### config.mk
export PLATFORM = sky130hd
export DESIGN_NAME = ssx_exec_unit
export DESIGN_NICKNAME = d
export VERILOG_FILES = /design/src/design/ssx_pkg.sv /design/src/design/ssx_exec_unit.sv
export SDC_FILE = /design/constraint.sdc
export NUM_CORES = 1
export LEC_CHECK = 0
export ABC_AREA = 1
export ABC_CLOCK_PERIOD_IN_PS = 8700
export BUFFER_PORTS_ARGS = -buffer_cell sky130_fd_sc_hd__buf_2
export CAP_MARGIN = 5
export CORE_MARGIN = 4
export CORE_UTILIZATION = 41
export CTS_CLUSTER_SIZE = 25
export DETAILED_ROUTE_END_ITERATION = 8
export PLACE_DENSITY = 0.76
export SYNTH_ARGS = -nofsm -noshare
export SYNTH_HDL_FRONTEND = slang
export SYNTH_SLANG_ARGS = --single-unit
### constraint.sdc
create_clock -name clk -period 8.7 [get_ports clk]
set_input_delay 0.87 -clock clk [delete_from_list [all_inputs] [get_ports clk]]
set_output_delay 0.87 -clock clk [all_outputs]
set_load 0.05 [all_outputs]
### src/design/ssx_pkg.sv
/*
  Shared constants and types for the skip/subtract/swap/xor execution unit.
  Assumes a single 100 MHz clock, a sequencer that issues one command at a time,
  data memory with one-cycle read latency and program memory likewise.
*/
// Notes on behaviour
// [RQ1] decrement-skip-to-work-reg: work reg gets byte minus one; skip when zero
// [RQ2] any taken skip inserts one dummy cycle after the instruction
// [RQ3] set-byte writes FF to the byte; flags untouched
// [RQ4] set-bit forces chosen bit to one, other bits and flags kept
// [RQ5] inc-skip-in-place writes byte plus one back; skip when zero; no flags
// [RQ6] inc-skip-to-work-reg puts byte plus one in work reg; memory kept
// [RQ7] bit-set-skip skips when the chosen bit is one; no flags
// [RQ8] bit-clear-skip skips when the chosen bit is zero; no flags
// [RQ9] zero-test-skip skips when the byte is zero; nothing else changes
// [RQ10] copy-test-skip loads byte into work reg; skip when zero; no flags
// [RQ11] memory subtract: work reg minus byte, to work reg or memory; four flags
// [RQ12] immediate subtract: work reg minus literal into work reg; four flags
// [RQ13] subtract carry is zero on negative result, one otherwise
// [RQ14] nibble exchange swaps byte halves in place; no flags
// [RQ15] nibble exchange to work reg; memory and flags kept
// [RQ16] program word read at table pointer: low to memory, high to latch
// [RQ17] last page word read via low pointer: low to memory, high to latch
// [RQ18] xor with byte or literal into work reg; only zero flag changes
// [RQ19] xor to memory writes result into the byte; only zero flag changes
package ssx_pkg;

    localparam int DATA_W = 8;
    localparam int PROG_DW = 16;
    localparam int DMEM_AW = 8;
    localparam int PROG_AW_DEF = 11;
    localparam int BUS_AW = 5;
    localparam int BUS_DW = 32;

    // register byte offsets
    localparam logic [BUS_AW-1:0] REG_WORK_OFS = 5'h00;
    localparam logic [BUS_AW-1:0] REG_FLAGS_OFS = 5'h04;
    localparam logic [BUS_AW-1:0] REG_PTR_LOW_OFS = 5'h08;
    localparam logic [BUS_AW-1:0] REG_PTR_HIGH_OFS = 5'h0C;
    localparam logic [BUS_AW-1:0] REG_LATCH_OFS = 5'h10;
    localparam logic [BUS_AW-1:0] REG_ENGINE_OFS = 5'h14;

    // field positions in the engine register
    localparam int ENG_BUSY_POS = 0;
    localparam int ENG_SKIP_POS = 1;

    // reset values
    localparam logic [DATA_W-1:0] WORK_RST = 8'h00;
    localparam logic [3:0] FLAGS_RST = 4'h0;
    localparam logic [DATA_W-1:0] PTR_RST = 8'h00;
    localparam logic [DATA_W-1:0] LATCH_RST = 8'h00;
    localparam logic [DATA_W-1:0] BYTE_ALL_ONES = 8'hFF;

    typedef enum logic [4:0] {
        OP_DEC_SKIP_TO_WORK_REG,
        OP_SET_BYTE,
        OP_SET_BIT,
        OP_INC_SKIP_IN_PLACE,
        OP_INC_SKIP_TO_WORK_REG,
        OP_BIT_SET_SKIP,
        OP_BIT_CLEAR_SKIP,
        OP_ZERO_TEST_SKIP,
        OP_COPY_TEST_SKIP,
        OP_SUBTRACT_TO_WORK_REG,
        OP_SUBTRACT_TO_MEMORY,
        OP_SUBTRACT_IMMEDIATE,
        OP_NIBBLE_EXCHANGE,
        OP_NIBBLE_EXCHANGE_TO_WORK_REG,
        OP_PROGRAM_WORD_READ,
        OP_LAST_PAGE_WORD_READ,
        OP_EXCLUSIVE_OR_TO_WORK_REG,
        OP_EXCLUSIVE_OR_IMMEDIATE,
        OP_EXCLUSIVE_OR_TO_MEMORY
    } ssx_op_e;

    typedef struct packed {
        ssx_op_e op;
        logic [DMEM_AW-1:0] dataAddr;
        logic [2:0] bitSel;
        logic [DATA_W-1:0] literal;
    } ssx_cmd_s;

    // bit 0 carry, 1 half borrow, 2 zero, 3 signed range
    typedef struct packed {
        logic signedRange;
        logic zero;
        logic halfBorrow;
        logic carry;
    } ssx_flags_s;

endpackage

### src/design/ssx_exec_unit.sv
/*
  Execution unit for skips, bit/byte set, subtract, nibble exchange, table reads
  and exclusive-or. Assumes data and program memories answer one cycle after the
  read enable, and a sequencer that waits on cmdReady between commands.
*/
// The address map and the Avalon-MM interface to the registers are this design's own decisions.
`timescale 1ns/100ps
module ssx_exec_unit #(
    parameter int PROG_AW = ssx_pkg::PROG_AW_DEF,
    parameter bit HAS_HIGH_PTR = 1'b1
) (
    // clock and reset
    input wire logic clk,
    input wire logic nrst,
    // register bus
    input wire logic [ssx_pkg::BUS_AW-1:0] address,
    input wire logic read,
    input wire logic write,
    input wire logic [ssx_pkg::BUS_DW-1:0] writedata,
    input wire logic [3:0] byteenable,
    output logic [ssx_pkg::BUS_DW-1:0] readdata,
    output logic waitrequest,
    // instruction sequencer
    input wire logic cmdValid,
    input wire ssx_pkg::ssx_cmd_s cmd,
    output logic cmdReady,
    output logic retireValid,
    output logic skipTaken,
    output logic dummyCycle,
    output logic [ssx_pkg::DATA_W-1:0] workingRegister,
    output ssx_pkg::ssx_flags_s statusFlags,
    // data memory
    output logic [ssx_pkg::DMEM_AW-1:0] memAddr,
    output logic memRdEn,
    input wire logic [ssx_pkg::DATA_W-1:0] memRdData,
    output logic memWrEn,
    output logic [ssx_pkg::DATA_W-1:0] memWrData,
    // program memory
    output logic [PROG_AW-1:0] progAddr,
    output logic progRdEn,
    input wire logic [ssx_pkg::PROG_DW-1:0] progRdData
);
    import ssx_pkg::*;

    generate
        if (PROG_AW < 9 || PROG_AW > 16)
        begin : g_bad_aw
            $error("PROG_AW must lie between 9 and 16");
        end
    endgenerate

    typedef enum logic [2:0] {S_IDLE, S_OPND, S_EXEC, S_RETIRE, S_DUMMY} ssx_state_e;

    ssx_state_e state;
    ssx_cmd_s cmdHold;
    logic [DATA_W-1:0] tablePointerLow;
    logic [DATA_W-1:0] tablePointerHigh;
    logic [DATA_W-1:0] tableHighByteLatch;
    logic lastSkip;
    logic busAck;
    logic busy;
    logic busWrite;
    logic [15:0] ptrPair;
    logic [PROG_AW-1:0] tablePtrAddr;
    logic [PROG_AW-1:0] lastPageAddr;
    logic [DATA_W-1:0] bitMask;
    logic [DATA_W-1:0] incVal;
    logic [DATA_W-1:0] decVal;
    logic [DATA_W-1:0] swapVal;
    logic [DATA_W-1:0] subA;
    logic [DATA_W-1:0] subB;
    logic [DATA_W:0] subFull;
    logic [4:0] halfFull;
    logic [DATA_W-1:0] subRes;
    ssx_flags_s subFlags;
    logic [DATA_W-1:0] xorRes;
    logic [DATA_W-1:0] next_work;
    ssx_flags_s next_flags;
    logic next_memWr;
    logic [DATA_W-1:0] next_memData;
    logic next_skip;
    logic next_latch;

    ////////////////////////////////////////////////////////////////////////////
    // decode helpers

    function automatic logic isImmOp(input ssx_op_e op);
        return op == OP_SUBTRACT_IMMEDIATE || op == OP_EXCLUSIVE_OR_IMMEDIATE;
    endfunction

    function automatic logic isTableOp(input ssx_op_e op);
        return op == OP_PROGRAM_WORD_READ || op == OP_LAST_PAGE_WORD_READ;
    endfunction

    ////////////////////////////////////////////////////////////////////////////
    // sequencing

    assign busy = state != S_IDLE;
    assign cmdReady = state == S_IDLE;
    assign dummyCycle = state == S_DUMMY;
    assign memRdEn = state == S_OPND && !isImmOp(cmdHold.op) && !isTableOp(cmdHold.op);
    assign progRdEn = state == S_OPND && isTableOp(cmdHold.op);

    always_ff @(posedge clk)
    begin
        if (!nrst)
        begin
            state <= S_IDLE;
        end
        else
        begin
            case (state)
                S_IDLE:
                begin
                    if (cmdValid)
                    begin
                        state <= S_OPND;
                    end
                end
                S_OPND: state <= S_EXEC;
                S_EXEC: state <= S_RETIRE;
                // a taken skip turns the next fetch into a dummy cycle
                S_RETIRE: state <= skipTaken ? S_DUMMY : S_IDLE; // [RQ2]
                S_DUMMY: state <= S_IDLE;
                default: state <= S_IDLE;
            endcase
        end
    end

    // pointers sampled at accept; later bus writes affect the next command only
    assign ptrPair = {tablePointerHigh, tablePointerLow};
    assign tablePtrAddr = HAS_HIGH_PTR ? ptrPair[PROG_AW-1:0]
                                       : {{(PROG_AW-8){1'b0}}, tablePointerLow}; // [RQ16]
    assign lastPageAddr = {{(PROG_AW-8){1'b1}}, tablePointerLow}; // [RQ17]

    always_ff @(posedge clk)
    begin
        if (!nrst)
        begin
            cmdHold <= '0;
            memAddr <= '0;
            progAddr <= '0;
        end
        else if (state == S_IDLE && cmdValid)
        begin
            cmdHold <= cmd;
            memAddr <= cmd.dataAddr;
            progAddr <= cmd.op == OP_LAST_PAGE_WORD_READ ? lastPageAddr : tablePtrAddr;
        end
    end

    ////////////////////////////////////////////////////////////////////////////
    // arithmetic

    assign bitMask = 8'h01 << cmdHold.bitSel;
    assign incVal = memRdData + 8'h01;
    assign decVal = memRdData - 8'h01;
    assign swapVal = {memRdData[3:0], memRdData[7:4]};
    assign subA = workingRegister;
    assign subB = isImmOp(cmdHold.op) ? cmdHold.literal : memRdData;
    assign subFull = {1'b0, subA} - {1'b0, subB};
    assign halfFull = {1'b0, subA[3:0]} - {1'b0, subB[3:0]};
    assign subRes = subFull[DATA_W-1:0];
    assign xorRes = workingRegister ^ subB;

    always_comb
    begin
        subFlags.signedRange = (subA[7] ^ subB[7]) & (subA[7] ^ subRes[7]);
        subFlags.zero = subRes == 8'h00;
        // set means no borrow out of the low nibble
        subFlags.halfBorrow = !halfFull[4];
        subFlags.carry = !subFull[DATA_W]; // [RQ13]
    end

    always_comb
    begin
        next_work = workingRegister;
        next_flags = statusFlags;
        next_memWr = 1'b0;
        next_memData = memRdData;
        next_skip = 1'b0;
        next_latch = 1'b0;
        case (cmdHold.op)
            OP_DEC_SKIP_TO_WORK_REG:
            begin
                next_work = decVal; // [RQ1]
                next_skip = decVal == 8'h00; // [RQ1]
            end
            OP_SET_BYTE:
            begin
                next_memWr = 1'b1;
                next_memData = BYTE_ALL_ONES; // [RQ3]
            end
            OP_SET_BIT:
            begin
                next_memWr = 1'b1;
                next_memData = memRdData | bitMask; // [RQ4]
            end
            OP_INC_SKIP_IN_PLACE:
            begin
                next_memWr = 1'b1;
                next_memData = incVal; // [RQ5]
                next_skip = incVal == 8'h00; // [RQ5]
            end
            OP_INC_SKIP_TO_WORK_REG:
            begin
                next_work = incVal; // [RQ6]
                next_skip = incVal == 8'h00; // [RQ6]
            end
            OP_BIT_SET_SKIP: next_skip = |(memRdData & bitMask); // [RQ7]
            OP_BIT_CLEAR_SKIP: next_skip = !(|(memRdData & bitMask)); // [RQ8]
            OP_ZERO_TEST_SKIP: next_skip = memRdData == 8'h00; // [RQ9]
            OP_COPY_TEST_SKIP:
            begin
                next_work = memRdData; // [RQ10]
                next_skip = memRdData == 8'h00; // [RQ10]
            end
            OP_SUBTRACT_TO_WORK_REG, OP_SUBTRACT_IMMEDIATE:
            begin
                next_work = subRes; // [RQ11] [RQ12]
                next_flags = subFlags;
            end
            OP_SUBTRACT_TO_MEMORY:
            begin
                next_memWr = 1'b1;
                next_memData = subRes; // [RQ11]
                next_flags = subFlags;
            end
            OP_NIBBLE_EXCHANGE:
            begin
                next_memWr = 1'b1;
                next_memData = swapVal; // [RQ14]
            end
            OP_NIBBLE_EXCHANGE_TO_WORK_REG: next_work = swapVal; // [RQ15]
            OP_PROGRAM_WORD_READ, OP_LAST_PAGE_WORD_READ:
            begin
                next_memWr = 1'b1;
                next_memData = progRdData[7:0]; // [RQ16] [RQ17]
                next_latch = 1'b1;
            end
            OP_EXCLUSIVE_OR_TO_WORK_REG, OP_EXCLUSIVE_OR_IMMEDIATE:
            begin
                next_work = xorRes; // [RQ18]
                next_flags.zero = xorRes == 8'h00;
            end
            OP_EXCLUSIVE_OR_TO_MEMORY:
            begin
                next_memWr = 1'b1;
                next_memData = xorRes; // [RQ19]
                next_flags.zero = xorRes == 8'h00;
            end
            default:
            begin
                next_skip = 1'b0;
            end
        endcase
    end

    ////////////////////////////////////////////////////////////////////////////
    // results and retire

    always_ff @(posedge clk)
    begin
        if (!nrst)
        begin
            memWrEn <= 1'b0;
            memWrData <= WORK_RST;
            retireValid <= 1'b0;
            skipTaken <= 1'b0;
        end
        else
        begin
            memWrEn <= state == S_EXEC && next_memWr;
            if (state == S_EXEC)
            begin
                memWrData <= next_memData;
            end
            retireValid <= state == S_EXEC;
            skipTaken <= state == S_EXEC && next_skip;
        end
    end

    always_ff @(posedge clk)
    begin
        if (!nrst)
        begin
            lastSkip <= 1'b0;
            tableHighByteLatch <= LATCH_RST;
        end
        else
        begin
            if (retireValid)
            begin
                lastSkip <= skipTaken;
            end
            if (state == S_EXEC && next_latch)
            begin
                tableHighByteLatch <= progRdData[15:8]; // [RQ16] [RQ17]
            end
        end
    end

    ////////////////////////////////////////////////////////////////////////////
    // register bus slave: one wait state; writes stall while the engine runs

    assign waitrequest = (read || write) && !busAck;
    assign busWrite = write && busAck && byteenable[0];

    always_ff @(posedge clk)
    begin
        if (!nrst)
        begin
            busAck <= 1'b0;
            readdata <= 32'h0000_0000;
        end
        else
        begin
            // a write must not land while a command is being accepted
            busAck <= !busAck && (read || (write && !busy && !cmdValid));
            if (read && !busAck)
            begin
                case (address)
                    REG_WORK_OFS: readdata <= {{(BUS_DW-8){1'b0}}, workingRegister};
                    REG_FLAGS_OFS: readdata <= {{(BUS_DW-4){1'b0}}, statusFlags};
                    REG_PTR_LOW_OFS: readdata <= {{(BUS_DW-8){1'b0}}, tablePointerLow};
                    REG_PTR_HIGH_OFS: readdata <= {{(BUS_DW-8){1'b0}}, tablePointerHigh};
                    REG_LATCH_OFS: readdata <= {{(BUS_DW-8){1'b0}}, tableHighByteLatch};
                    REG_ENGINE_OFS: readdata <= {{(BUS_DW-2){1'b0}}, lastSkip, busy};
                    default: readdata <= 32'h0000_0000;
                endcase
            end
        end
    end

    // engine writes only in S_EXEC; bus writes are only acked while idle
    always_ff @(posedge clk)
    begin
        if (!nrst)
        begin
            workingRegister <= WORK_RST;
            statusFlags <= FLAGS_RST;
            tablePointerLow <= PTR_RST;
            tablePointerHigh <= PTR_RST;
        end
        else if (state == S_EXEC)
        begin
            workingRegister <= next_work;
            statusFlags <= next_flags;
        end
        else if (busWrite)
        begin
            case (address)
                REG_WORK_OFS: workingRegister <= writedata[7:0];
                REG_FLAGS_OFS: statusFlags <= writedata[3:0];
                REG_PTR_LOW_OFS: tablePointerLow <= writedata[7:0];
                REG_PTR_HIGH_OFS: tablePointerHigh <= writedata[7:0];
                default: tablePointerLow <= tablePointerLow;
            endcase
        end
    end
endmodule

Yosys cells after proc, flatten, opt, wreduce, memory -nomap -nowiden
Index checks and enable logic that the tools add are counted.
W data, S select, Z words.
{"block": "op_classes", "add_sub_neg": 4, "n_eq_ne": 32, "n_shift": 1, "mux": 20, "bitwise_logic": 7, "reduce_logical": 52}
{"operator": "$pmux W8 S6", "n": 2}
{"operator": "$pmux W8 S7", "n": 1}
{"operator": "$eq A5 B4 Y1 const B", "n": 11}
{"operator": "$logic_not A8 Y1", "n": 5}
{"operator": "$mux W8", "n": 4}
{"operator": "$eq A5 B3 Y1 const B", "n": 5}
{"operator": "$eq A5 B5 Y1 const B", "n": 5}
{"operator": "$reduce_or A8 Y1", "n": 2}
{"operator": "$reduce_and A3 Y1", "n": 5}
{"operator": "$logic_and A1 B1 Y1", "n": 14}
{"operator": "$mux W4", "n": 3}
{"operator": "$pmux W3 S4", "n": 1}
{"operator": "$mux W11", "n": 1}
{"operator": "$eq A5 B2 Y1 const B", "n": 2}
{"operator": "$logic_not A5 Y1", "n": 2}
{"operator": "$reduce_or A2 Y1", "n": 5}
{"operator": "$sub A8 B8 Y9", "n": 1}
{"operator": "$add A8 B1 Y8 const B", "n": 1}
{"operator": "$and A8 B8 Y8", "n": 1}
{"operator": "$logic_not A1 Y1", "n": 8}
{"operator": "$or A8 B8 Y8", "n": 1}
{"operator": "$shl A1 B3 Y8 const A", "n": 1}
{"operator": "$sub A8 B1 Y8 const B", "n": 1}
{"operator": "$xor A8 B8 Y8", "n": 1}
{"operator": "21 further kinds", "n": 33}
{"block": "totals", "register_bits": 119, "in_bits": 94, "wordCells": 137}

Logic depth before layout (Yosys ltp)
Gate-level depths: netlist of the first run.
{"block": "logic_depth", "depth_word": 8, "depth_mapped": 19, "mapped_depth_nobuf": 18}

Worst setup path after synthesis of the first run
No wires, ideal clock.
{"block": "synth_timing", "kind": "flip-flop to output port", "start": "register cmdHold[20] (netlist name)", "end": "output port memRdEn", "arrival_time_ns": 2.071, "required_time_ns": 7.830, "path_slack_ns": 5.759, "path_stages_with_launch": 7, "path_buffers": 2, "path_cell_list": "dfxtp_1 -> buf_2 -> inv_2 -> nand2_1 -> o22ai_1 -> clkbuf_1 -> nor3_1"}
{"block": "synth_between", "elab_chain_cells": 5, "elab_cells_between_ends": 10, "cone_classes": "4 x eq/ne; 6 x reduce/logical"}
{"element": "start: declaration", "line": "ssx_exec_unit.sv:55", "source": "ssx_cmd_s cmdHold;"}
{"element": "start signal: assignment", "line": "ssx_exec_unit.sv:146", "source": "cmdHold <= cmd;"}
{"element": "$eq A5 B4 Y1 / $eq A5 B5 Y1 (equally long branches)", "line": "ssx_exec_unit.sv:88", "source": "return op == OP_SUBTRACT_IMMEDIATE || op == OP_EXCLUSIVE_OR_IMMEDIATE;"}
{"element": "$logic_or A1 B1 Y1", "line": "ssx_exec_unit.sv:88"}
{"element": "$logic_not A1 Y1", "line": "ssx_exec_unit.sv:101", "source": "assign memRdEn = state == S_OPND && !isImmOp(cmdHold.op) && !isTableOp(cmdHold.op);"}
{"element": "$logic_and A1 B1 Y1", "line": "ssx_exec_unit.sv:101"}
{"element": "$logic_and A1 B1 Y1 (*)", "line": "ssx_exec_unit.sv:101"}
{"element": "end: declaration", "line": "ssx_exec_unit.sv:34", "source": "output logic memRdEn,"}
Mark *: on every way between the ends. The rest lies on a longest branch, timed or not.

Worst setup path in the final report of the first run
{"block": "layout_timing", "start": "register cmdHold[20] (netlist name)", "end": "register workingRegister[4] (netlist name)"}
{"block": "layout_between", "elab_chain_cells": 6, "elab_cells_between_ends": 18, "cone_classes": "1 x add/sub; 8 x eq/ne; 3 x mux; 1 x bitwise; 5 x reduce/logical"}
{"element": "$eq A5 B4 Y1 / $eq A5 B5 Y1 (equally long branches)", "line": "ssx_exec_unit.sv:88, ssx_exec_unit.sv:183"}
{"element": "$logic_or A1 B1 Y1", "line": "ssx_exec_unit.sv:88"}
{"element": "$mux W8", "line": "ssx_exec_unit.sv:160", "source": "assign subB = isImmOp(cmdHold.op) ? cmdHold.literal : memRdData;"}
{"element": "$sub A8 B8 Y9 / $xor A8 B8 Y8 (equally long branches)", "line": "ssx_exec_unit.sv:161, ssx_exec_unit.sv:164"}
{"element": "$pmux W8 S6", "line": "ssx_exec_unit.sv:183", "source": "case (cmdHold.op)"}
{"element": "$mux W8", "line": "ssx_exec_unit.sv:345", "source": "else if (state == S_EXEC)"}
{"element": "end signal: assignment", "line": "ssx_exec_unit.sv:347", "source": "workingRegister <= next_work;"}
{"element": "end signal: assignment", "line": "ssx_exec_unit.sv:353", "source": "REG_WORK_OFS: workingRegister <= writedata[7:0];"}
{"element": "end: declaration", "line": "ssx_exec_unit.sv:30", "source": "output logic [ssx_pkg::DATA_W-1:0] workingRegister,"}
Several ways; a longest one is shown, not always the timed one.
A chain may end at the register's enable or synchronous reset.

==> results of run 1 <==
## metrics by stage
stage / area [um2] / hold WS, ps / power (W) / instances / setup slack (ps)
after floorplan: 6128 / 429.7 / 0.0007743 / 1006 / 5759
after global placement: 6680 / 442.7 / 0.0008715 / 1258 / 5473
after detailed placement: 6680 / 452.7 / 0.0008736 / 1258 / 5434
after CTS: 6997 / 463.4 / 0.001292 / 1274 / 5738
after global routing: 6997 / 486.6 / 0.001359 / 1274 / 5468
final: 6997 / 462.8 / 0.001291 / 1274 / 5732
## cell type report
type	instances	area, um2	area share
well taps	184	230.2	0.03290
inverters	108	405.4	0.05794
multi-input cells	745	3500	0.5002
clock inverters	5	63.81	0.009120
repair buffers	126	643.1	0.09192
flip-flops and latches	95	1902	0.2718
clock buffers	11	252.7	0.03612
## worst max path at each step
stage,slack [ps],end,depth (start not counted)
CTS,5740,workingRegister[4]$_SDFFE_PN0P_,15
floorplan,5760,memRdEn,6
detailed placement,5430,workingRegister[4]$_SDFFE_PN0P_,13
finish,5730,workingRegister[4]$_SDFFE_PN0P_,16
global placement,5470,workingRegister[4]$_SDFFE_PN0P_,13
global route,5470,memWrData[7]$_SDFFE_PN0P_,16
## kinds of logic after synthesis
| group | count (synthesis) |
|---|---|
| AOI/OAI and AO/OA | 203 |
| xor gates and xnor gates | 9 |
| adders and majority gates | 14 |
| buffers and inverters | 166 |
| DFF | 95 |
| other | 1 |
| and+or+nand+nor | 495 |
## flip-flops by register name, summed over array words and instances (netlist names)
name and cells:
progAddr 11, cmdHold 16, lastSkip 1, readdata 8
tablePointerHigh 8, state 3, statusFlags 4, memAddr 8
busAck 1, memWrEn 1, tablePointerLow 8, tableHighByteLatch 8
skipTaken 1, workingRegister 8, memWrData 8, retireValid 1
## power groups by stage
stage | sequential [W] | combinational, W | clock [W]
6_report | 0.000482 | 0.000388 | 0.000420
3_5_place_dp | 0.000491 | 0.000382 | 0
5_1_grt | 0.000485 | 0.000427 | 0.000447
4_1_cts | 0.000482 | 0.000384 | 0.000427
3_3_place_gp | 0.000491 | 0.000381 | 0
2_1_floorplan | 0.000544 | 0.000231 | 0
## layout by cell type, fill, tap and decap left out, types with 3 or more instances in the layout
master and n:
nand4_1 16, xor2_1 8, dfxtp_1 95, o21ai_1 4
clkinv_1 3, nor2_2 6, o211ai_1 5, a31oi_1 4
o2111ai_1 4, buf_2 121, nor2_1 169, buf_4 5
inv_1 98, nor3_1 11, conb_1 24, o21ai_0 99
ha_1 13, clkbuf_16 9, a21oi_1 77, nand3_1 66
nand2_1 217, inv_2 7
## worst max-delay path: stages, from the launching register on
cell and delay [ps]:
dfxtp_1 490, inv_2 140, nand2_1 140, o22ai_1 100, buf_4 200, nand2_1 70
o21ai_0 120, ha_1 230, fa_1 400, inv_1 90, nand3_1 90, nand2_1 140
nand2_1 60, nand2_1 130, nor3_1 60, o21ai_0 270, a21oi_1 100
## routing by layer
metal | vias up | routed length [um] | global-route usage
li1 | 3348 | - | -
met1 | 3057 | 8943 | 0.3363
met2 | 353 | 8882 | 0.3774
met3 | 51 | 1970 | 0.05441
met4 | 0 | 641 | 0.09203
met5 | - | 0 | 0
==> out/metrics.cfg, run 1 <==
[pwr]
power.switching_w = 0.0004918
power.density_nw_per_um2 = 184.4
p_sw_frac = 0.3811
comb_power_share = 0.301
p_seq_frac = 0.373
power_leakage_nw = 3.392
peakVddDrop_mv = 0.1186
p_int_w = 0.0007987
power_frac_clock = 0.326

[place]
place_congestion = 1.009
dp_hpwl_mm = 15.72
port_buffers = 121

[detailed_routing]
drt-total-wl_mm = 20.44
vias_per_cell = 5.345
drc = 0
vias = 6809
initialDrtViolationCount = 626
drt_first_pass_iters = 5
wl_per_cell_um = 16.04
ant_nets = 0

[sta]
max_slew.worst_pin.slew_ps = 969.3
maxSlewHeadroom = 0.3514
clock_skew_ps = 7.968
rsz0062_at_grt = no
fmax_mhz = 336.9
fin_crit_ps = 2968
maxSlewViolCount = 0
fin_crit_sh = 0.3411
finalHoldViolations = 0
setup_tns_ps = 0
setup_viol = 0

[synth]
synthMuxAreaShare = 0
async_flop_share = 0
yosys_warnings = 0
synthTopCellsByArea = dfxtp_1 31%, nand2_1 13%, nor2_1 10%, o21ai_0 8.2%, a21oi_1 6.4%
synth_top_family_by_area = simple AND/OR/NAND/NOR gates
yosysTopAreaCellShare = 0.3148
synth_top_cells_by_count = 217 x nand2_1, 169 x nor2_1, 99 x o21ai_0
synth_largest_area_cell = dfxtp_1
synth_adder_area_share = 0.03023
synth-simple-area-share = 0.3419
synth-xor-area-share = 0.01305
synth-edff-count = 0
synth.ff_latch_count = 95
syn-mean-instance-area_um2 = 6.147
netlist-cell-type-count = 41
netlist_instances = 983
syn_area_um2 = 6042
synth_compound_area_frac = 0.1791
synth.most_common_cell = nand2_1
synthFlopType = dfxtp_1
yosysSeqAreaShare = 0.3148

[grt]
grt_max_degree = 78
grt_first_pass_wirelength_mm = 32.37
overflow = 0
track_usage = 0.2451
grt_pass1_vias = 6221
antenna_found_initial = 0

[setup_path]
r2r_cells = 16
r2r-end = workingRegister[4]$_SDFFE_PN0P_
critPathRequiredTime_ps = 8920
r2r_slack_ps = 5730
worstPathArrival_ps = 3190
r2r-start = cmdHold[20]$_SDFFE_PN0P_
critPathCaptureType = flip-flop
crit_fanout = 17
critPathLaunchType = flip-flop
worstSetupPathType = flip-flop to flip-flop
cp-startpoint = cmdHold[20]$_SDFFE_PN0P_

[cts]
cts_tree = yes
clock_path_buffers = 2
clock-sinks = 95
postCtsSetupBuffers = 0
cts.htree.levels = 3
root_buffer = clkbuf_16
clkTransAtPathRegs_ps = 70
ctsHoldBuffers = 0
clk_latency_ps = 350
cts.repair.resized = 0
numCtsBuffers = 9

[die]
die_area_um2 = 16740
start_util = 0.4173
die_h_um = 129.4
coreArea_um2 = 14480
pin_count = 173
die_w_um = 129.4
num_rows = 44

[flow_run]
drv_cap = 0

[worst_hold_path]
min_path_cells = 2
holdCritPathClass = flip-flop to flip-flop
min_to = cmdHold[2]$_SDFFE_PN0P_
min-delay-start = cmdHold[2]$_SDFFE_PN0P_

[finish]
n_fill_cell = 1569
post-route-util = 0.4832
n_antenna_cell = 0
finalNetCount = 1193
syn2layout_area_growth_pct = 15.80
drive_gt1_frac = 0.1495

[outcome]
status = finished, final reports clean

Note: power is estimated with default switching activity, not from simulation.
==> inputs of run 2 (changes only) <==
ABC_CLOCK_PERIOD_IN_PS = 2900   (was 8700)
clock period = 2.9 ns   (was 8.7 ns; I/O delays follow)
==> run 2 against run 1 <==
Net effect:
- register-to-register slack worse by 5500 ps
- sequential share of layout area is 1.1 points lower
- power grew to 3.1 times the previous value
- fmax is 12% higher
- via count is 0.84% higher
- sequential power grew to 3.0 times the previous value
- cell area is 4.5% higher
- first-iteration DRC count is 9.3% lower
==> out/metrics.cfg, run 2 (synthesis gave the netlist of run 1 again) <==
[outcome]
status = finished, final reports clean

[pwr]
peakVddDrop_mv = 0.4053  ; +240%
comb_power_share = 0.316  ; +0.015
power.density_nw_per_um2 = 542.9  ; +190%
power.switching_w = 0.001518  ; +210%
p_sw_frac = 0.3826  ; +0.001534
power_leakage_nw = 3.567  ; +5.2%
power_frac_clock = 0.320  ; -0.006
totalPowerFinal_w = 0.003968  ; +210%
p_int_w = 0.002450  ; +210%
p_seq_frac = 0.365  ; -0.008

[grt]
overflow = 0  ; unchanged
track_usage = 0.2504  ; +0.005253
grt_max_degree = 77  ; -1.3%
grt_pass1_vias = 6276  ; +0.88%
antenna_found_initial = 0  ; unchanged
grt_first_pass_wirelength_mm = 32.90  ; +1.6%

[setup_path]
r2r-end = memWrData[7]$_SDFFE_PN0P_
crit_slowest_cell = dfxtp_1
path_cells = nor2_2 -> nand2_2 -> o22ai_2 -> buf_4 -> nand2_1 -> o21ai_0 -> ha_1 -> nand2_1 -> inv_1 -> a21oi_1 -> nand2_1 -> nand2_1 -> nand3_1 -> nand3_1 -> nand2_1 -> a21oi_1
worstPathArrival_ps = 2930  ; -260 ps
r2r_cells = 16  ; unchanged
r2r_slack_ps = 250  ; -5480 ps
critPathMostFrequentCell = nand2_1
max_stage_delay_ps = 340  ; -150 ps
worstSetupPathType = flip-flop to flip-flop
critPathLaunchType = flip-flop
r2r-start = cmdHold[21]$_SDFFE_PN0P_
crit_fanout = 13  ; -4
critPathRequiredTime_ps = 3180  ; -5740 ps
critPathCaptureType = flip-flop

[finish]
mostFrequentLayoutCell = nand2_1
post-route-util = 0.5048  ; +0.02152
final_cell_area_um2 = 7308  ; +4.5%
n_antenna_cell = 0  ; unchanged
syn2layout_area_growth_pct = 20.96
regMostFlops = cmdHold
largestRegisters = cmdHold x16, progAddr x11
layout_common_cells = 217 x nand2_1, 169 x nor2_1, 121 x buf_2
largest_register_ffs = 16  ; unchanged
finalNetCount = 1232  ; +3.3%
drive_gt1_frac = 0.1851  ; +0.03558

[detailed_routing]
vias_per_cell = 5.229  ; -2.2%
vias = 6866  ; +0.84%
initialDrtViolationCount = 568  ; -9.3%
drc = 0  ; unchanged
drt-total-wl_mm = 21.07  ; +3.1%
drt_first_pass_iters = 5  ; unchanged
wl_per_cell_um = 16.05  ; about the same
ant_nets = 0  ; unchanged

[sta]
setup_viol = 0  ; unchanged
fin_crit_sh = 0.9142  ; +0.5731
clock_skew_ps = 6.389  ; -1.579 ps
max_slew.worst_pin.slew_ps = 898.6  ; -70.70 ps
maxSlewViolCount = 0  ; unchanged
maxSlewHeadroom = 0.4003  ; +0.04886
finalHoldViolations = 0  ; unchanged
hold_ws_ps = 161.5  ; -301.2 ps
fmax_mhz = 377.2  ; +12%
fin_crit_ps = 2651  ; -316.7 ps

[die]
num_rows = 44  ; unchanged
start_util = 0.4173  ; unchanged
coreArea_um2 = 14480  ; unchanged
pin_count = 173  ; unchanged
die_area_um2 = 16740  ; unchanged
die_w_um = 129.4  ; unchanged
die_h_um = 129.4  ; unchanged

[place]
place_congestion = 1.003  ; -0.66%
placed_area_um2 = 6973  ; +4.4%
dp_hpwl_mm = 16.49  ; +4.9%
port_buffers = 121  ; unchanged

[flow_run]
drv_cap = 0  ; unchanged

[cts]
cts_tree = yes
clock-sinks = 95  ; unchanged
cts.htree.levels = 3  ; unchanged
root_buffer = clkbuf_16
numCtsBuffers = 9  ; unchanged
clock_path_buffers = 2  ; unchanged
clkTransAtPathRegs_ps = 70  ; about the same
ctsHoldBuffers = 0  ; unchanged
clk_latency_ps = 350  ; about the same

[worst_hold_path]
holdCritPathClass = primary input to flip-flop
min_to = cmdHold[0]$_SDFFE_PN0P_
min-delay-start = cmd[0]
min_path_cells = 3  ; +1

==> run 2: cell types whose count changed in the layout (fill, tap and decap cells not counted), sizes merged <==
cell	delta
clkbuf	-1
buf	+39
inv	+1
clkinvlp	+2
clkinv	-2
==> run 2: how the worst max path moves through the flow <==
| stage | start | endpoint | cells past startpoint |
|---|---|---|---|
| 6_report | cmdHold[21]$_SDFFE_PN0P_ | memWrData[7]$_SDFFE_PN0P_ | 16 |
| 5_1_grt | cmdHold[21]$_SDFFE_PN0P_ | workingRegister[4]$_SDFFE_PN0P_ | 16 |
| 4_1_cts | cmdHold[21]$_SDFFE_PN0P_ | memWrData[7]$_SDFFE_PN0P_ | 16 |
| 3_5_place_dp | cmdHold[21]$_SDFFE_PN0P_ | memWrData[7]$_SDFFE_PN0P_ | 16 |
| 3_3_place_gp | cmdHold[21]$_SDFFE_PN0P_ | memWrData[7]$_SDFFE_PN0P_ | 17 |
| 2_1_floorplan | cmdHold[20]$_SDFFE_PN0P_ | memWrData[4]$_SDFFE_PN0P_ | 16 |
==> run 2: layer usage <==
| metal | vias up | global-route usage | share of wire |
|---|---|---|---|
| met5 | - | 0 | 0 |
| met4 | 0 | 0.1007 | 0.026 |
| met3 | 41 | 0.04534 | 0.089 |
| met2 | 323 | 0.3875 | 0.44 |
| met1 | 3072 | 0.3452 | 0.44 |
| li1 | 3430 | - | - |
==> run 2: final cells by class <==
cell class,instances,area (um2)
clock buffer,10,239.0
clock inverter,6,73.82
fill,1509,7171
inverter,108,405.4
multi-input combinational,745,3518
sequential,95,1906
tap,184,230.2
timing repair buffer,165,935.9
==> run 2: what timing repair did <==
action / 4_1_cts / 5_1_grt
setup buffers: 0 / 0
setup endpoints to repair: 0 / 11
resized for setup: 0 / 8
==> run 2: critical path, delay by kind of cell, from the launching register on <==
| family | cells | cell delay, ps |
|---|---|---|
| compound gates | 4 | 690 |
| fa+ha+maj | 1 | 330 |
| buf+inv | 2 | 260 |
| flops | 1 | 340 |
| simple gates | 9 | 970 |
==> run 2: through the flow <==
step	instances	setup slack, ps	setup TNS (ps)
floorplan	1006	122.5	0
global placement	1297	221.3	0
detailed placement	1297	163.4	0
CTS	1313	151.2	0
global route	1313	-22.16	-43.91
finish	1313	248.7	0
==> run 2: power by group through the flow <==
stage / Sequential [W] / Clock (W) / Combinational, W
detailed placement: 0.00147 / 0 / 0.00123
CTS: 0.00144 / 0.00128 / 0.00123
global placement: 0.00147 / 0 / 0.00122
global route: 0.00146 / 0.00133 / 0.00137
floorplan: 0.00163 / 0 / 0.000692
finish: 0.00145 / 0.00127 / 0.00125
==> inputs of run 3 (changes only) <==
CORE_UTILIZATION = 53   (was 41)
PLACE_DENSITY = 0.92   (was 0.76)
==> run 3 against run 2 <==
Net effect:
- die area down 21%
- sequential cell count unchanged
- cell area down 2.0%
- clock power about the same
- via count up 1.3%
- sequential share of layout area up 0.55 points
- largest power group unchanged
- highest routed layer unchanged
==> out/metrics.cfg, run 3 (synthesis gave the netlist of run 1 again) <==
[outcome]
status = finished, final reports clean

[grt]
track_usage = 0.3170  ; +0.06663
overflow = 0  ; unchanged
grt_max_degree = 77  ; unchanged
grt_pass1_vias = 6216  ; -0.96%
antenna_found_initial = 0  ; unchanged
grt_first_pass_wirelength_mm = 32.57  ; -0.99%

[detailed_routing]
vias_per_cell = 5.545  ; +6.0%
drt_first_pass_iters = 5  ; unchanged
vias = 6953  ; +1.3%
initialDrtViolationCount = 775  ; +36%
drc = 0  ; unchanged
wl_per_cell_um = 16.73  ; +4.2%
ant_nets = 0  ; unchanged
drt-total-wl_mm = 20.97  ; -0.47%

[cts]
clock_path_buffers = 2  ; unchanged
postCtsSetupBuffers = 0  ; unchanged
clkTransAtPathRegs_ps = 80  ; about the same
clk_latency_ps = 360  ; about the same
clock-sinks = 95  ; unchanged
ctsHoldBuffers = 0  ; unchanged
cts_tree = yes
cts.htree.levels = 3  ; unchanged
numCtsBuffers = 9  ; unchanged
cts.repair.resized = 0  ; unchanged
root_buffer = clkbuf_16

[flow_run]
drv_cap = 0  ; unchanged

[finish]
mostFrequentLayoutCell = nand2_1
drive_gt1_frac = 0.1741  ; -0.01097
final_cell_area_um2 = 7163  ; -2.0%
n_fill_cell = 1055  ; -30%
syn2layout_area_growth_pct = 18.55
regMostFlops = cmdHold
n_antenna_cell = 0  ; unchanged
largestRegisters = cmdHold x16, progAddr x11
fin_cells = 1254  ; -4.5%
post-route-util = 0.6522  ; +0.1474
largest_register_ffs = 16  ; unchanged
layout_common_cells = 216 x nand2_1, 169 x nor2_1, 121 x buf_2
finalNetCount = 1217  ; -1.2%

[worst_hold_path]
min-delay-start = cmd[11]
min_to = memAddr[0]$_SDFFE_PN0P_
holdCritPathClass = primary input to flip-flop
min_path_cells = 3  ; unchanged

[pwr]
power.density_nw_per_um2 = 550.0  ; +1.3%
peakVddDrop_mv = 0.4354  ; +7.4%
comb_power_share = 0.312  ; -0.004
power.switching_w = 0.001534  ; +1.1%
p_sw_frac = 0.3895  ; +0.006856
power_frac_clock = 0.321  ; about the same
power_leakage_nw = 3.513  ; -1.5%
p_int_w = 0.002405  ; -1.8%
p_seq_frac = 0.366  ; about the same
totalPowerFinal_w = 0.003940  ; -0.70%

[die]
start_util = 0.5501  ; +0.1328
pin_count = 173  ; unchanged
num_rows = 38  ; -14%
die_w_um = 114.8  ; -11%
die_area_um2 = 13170  ; -21%
coreArea_um2 = 10980  ; -24%
die_h_um = 114.8  ; -11%

[sta]
fin_crit_ps = 2697  ; +46.01 ps
maxSlewHeadroom = 0.4640  ; +0.06369
max_slew.worst_pin.slew_ps = 801.1  ; -97.51 ps
setup_viol = 0  ; unchanged
hold_ws_ps = 156.2  ; -5.278 ps
clock_skew_ps = 17.45  ; +11.06 ps
finalHoldViolations = 0  ; unchanged
fmax_mhz = 370.7  ; -1.7%
fin_crit_sh = 0.9301  ; +0.01586
maxSlewViolCount = 0  ; unchanged

[setup_path]
critPathCaptureType = flip-flop
r2r_cells = 16  ; unchanged
r2r-end = workingRegister[4]$_SDFFE_PN0P_
worstSetupPathType = flip-flop to flip-flop
critPathLaunchType = flip-flop
worstPathArrival_ps = 2940  ; about the same
r2r_slack_ps = 200  ; -50 ps
r2r-start = cmdHold[21]$_SDFFE_PN0P_
crit_fanout = 13  ; unchanged
critPathRequiredTime_ps = 3150  ; -30 ps

[place]
dpl.cell_count = 1237  ; -4.6%
dp_hpwl_mm = 16.24  ; -1.5%
placed_area_um2 = 6798  ; -2.5%
place_congestion = 1.026  ; +2.3%
port_buffers = 121  ; unchanged

==> run 3: layout make-up <==
type,instances,area (um2),share of cell area
clock buffer,9,225.2,0.03144
sequential,95,1907,0.2662
inverter,108,405.4,0.05659
timing repair buffer,150,843.3,0.1177
multi-input combinational,745,3521,0.4915
tap,140,175.2,0.02445
clock inverter,7,86.33,0.01205
==> run 3: worst max path at each step <==
stage / start / end / slack [ps] / depth (start not counted)
floorplan: cmdHold[20]$_SDFFE_PN0P_ / memWrData[4]$_SDFFE_PN0P_ / 120 / 16
global placement: cmdHold[22]$_SDFFE_PN0P_ / memWrData[7]$_SDFFE_PN0P_ / 200 / 18
detailed placement: cmdHold[22]$_SDFFE_PN0P_ / memWrData[7]$_SDFFE_PN0P_ / 140 / 18
CTS: cmdHold[22]$_SDFFE_PN0P_ / memWrData[7]$_SDFFE_PN0P_ / 130 / 18
global route: cmdHold[21]$_SDFFE_PN0P_ / statusFlags[2]$_SDFFE_PN0P_ / -20 / 16
finish: cmdHold[21]$_SDFFE_PN0P_ / workingRegister[4]$_SDFFE_PN0P_ / 200 / 16
==> run 3: metal layers <==
| layer | GRT usage | vias up | part of all wire |
|---|---|---|---|
| li1 | - | 3385 | - |
| met1 | 0.4519 | 3138 | 0.43 |
| met2 | 0.4626 | 384 | 0.43 |
| met3 | 0.07947 | 46 | 0.12 |
| met4 | 0.1189 | 0 | 0.026 |
| met5 | 0 | - | 0 |
==> run 3: power groups by stage <==
| stage | Sequential [W] | Combinational (W) | Clock [W] |
|---|---|---|---|
| 4_1_cts | 0.00144 | 0.00119 | 0.00127 |
| 6_report | 0.00144 | 0.00123 | 0.00127 |
| 2_1_floorplan | 0.00163 | 0.000692 | 0 |
| 3_5_place_dp | 0.00147 | 0.00119 | 0 |
| 5_1_grt | 0.00145 | 0.00134 | 0.00133 |
| 3_3_place_gp | 0.00147 | 0.00118 | 0 |
==> run 3: critical path, stage by stage, from the launching register on <==
cell	delay, ps
dfxtp_2	370
inv_1	100
nand3_2	100
o22ai_2	80
buf_4	180
nand2_1	60
o21ai_0	110
ha_1	220
fa_1	430
inv_1	100
nand3_1	80
nand2_1	120
nand2_1	70
nand2_2	120
nor3_1	70
o21ai_0	280
a21oi_1	100
==> run 3: stage by stage <==
stage / setup TNS, ps / setup WS, ps
final: 0 / 202.7
after CTS: 0 / 130.2
after global placement: 0 / 201.2
after global routing: -21.95 / -21.95
after floorplan: 0 / 122.5
after detailed placement: 0 / 143.3
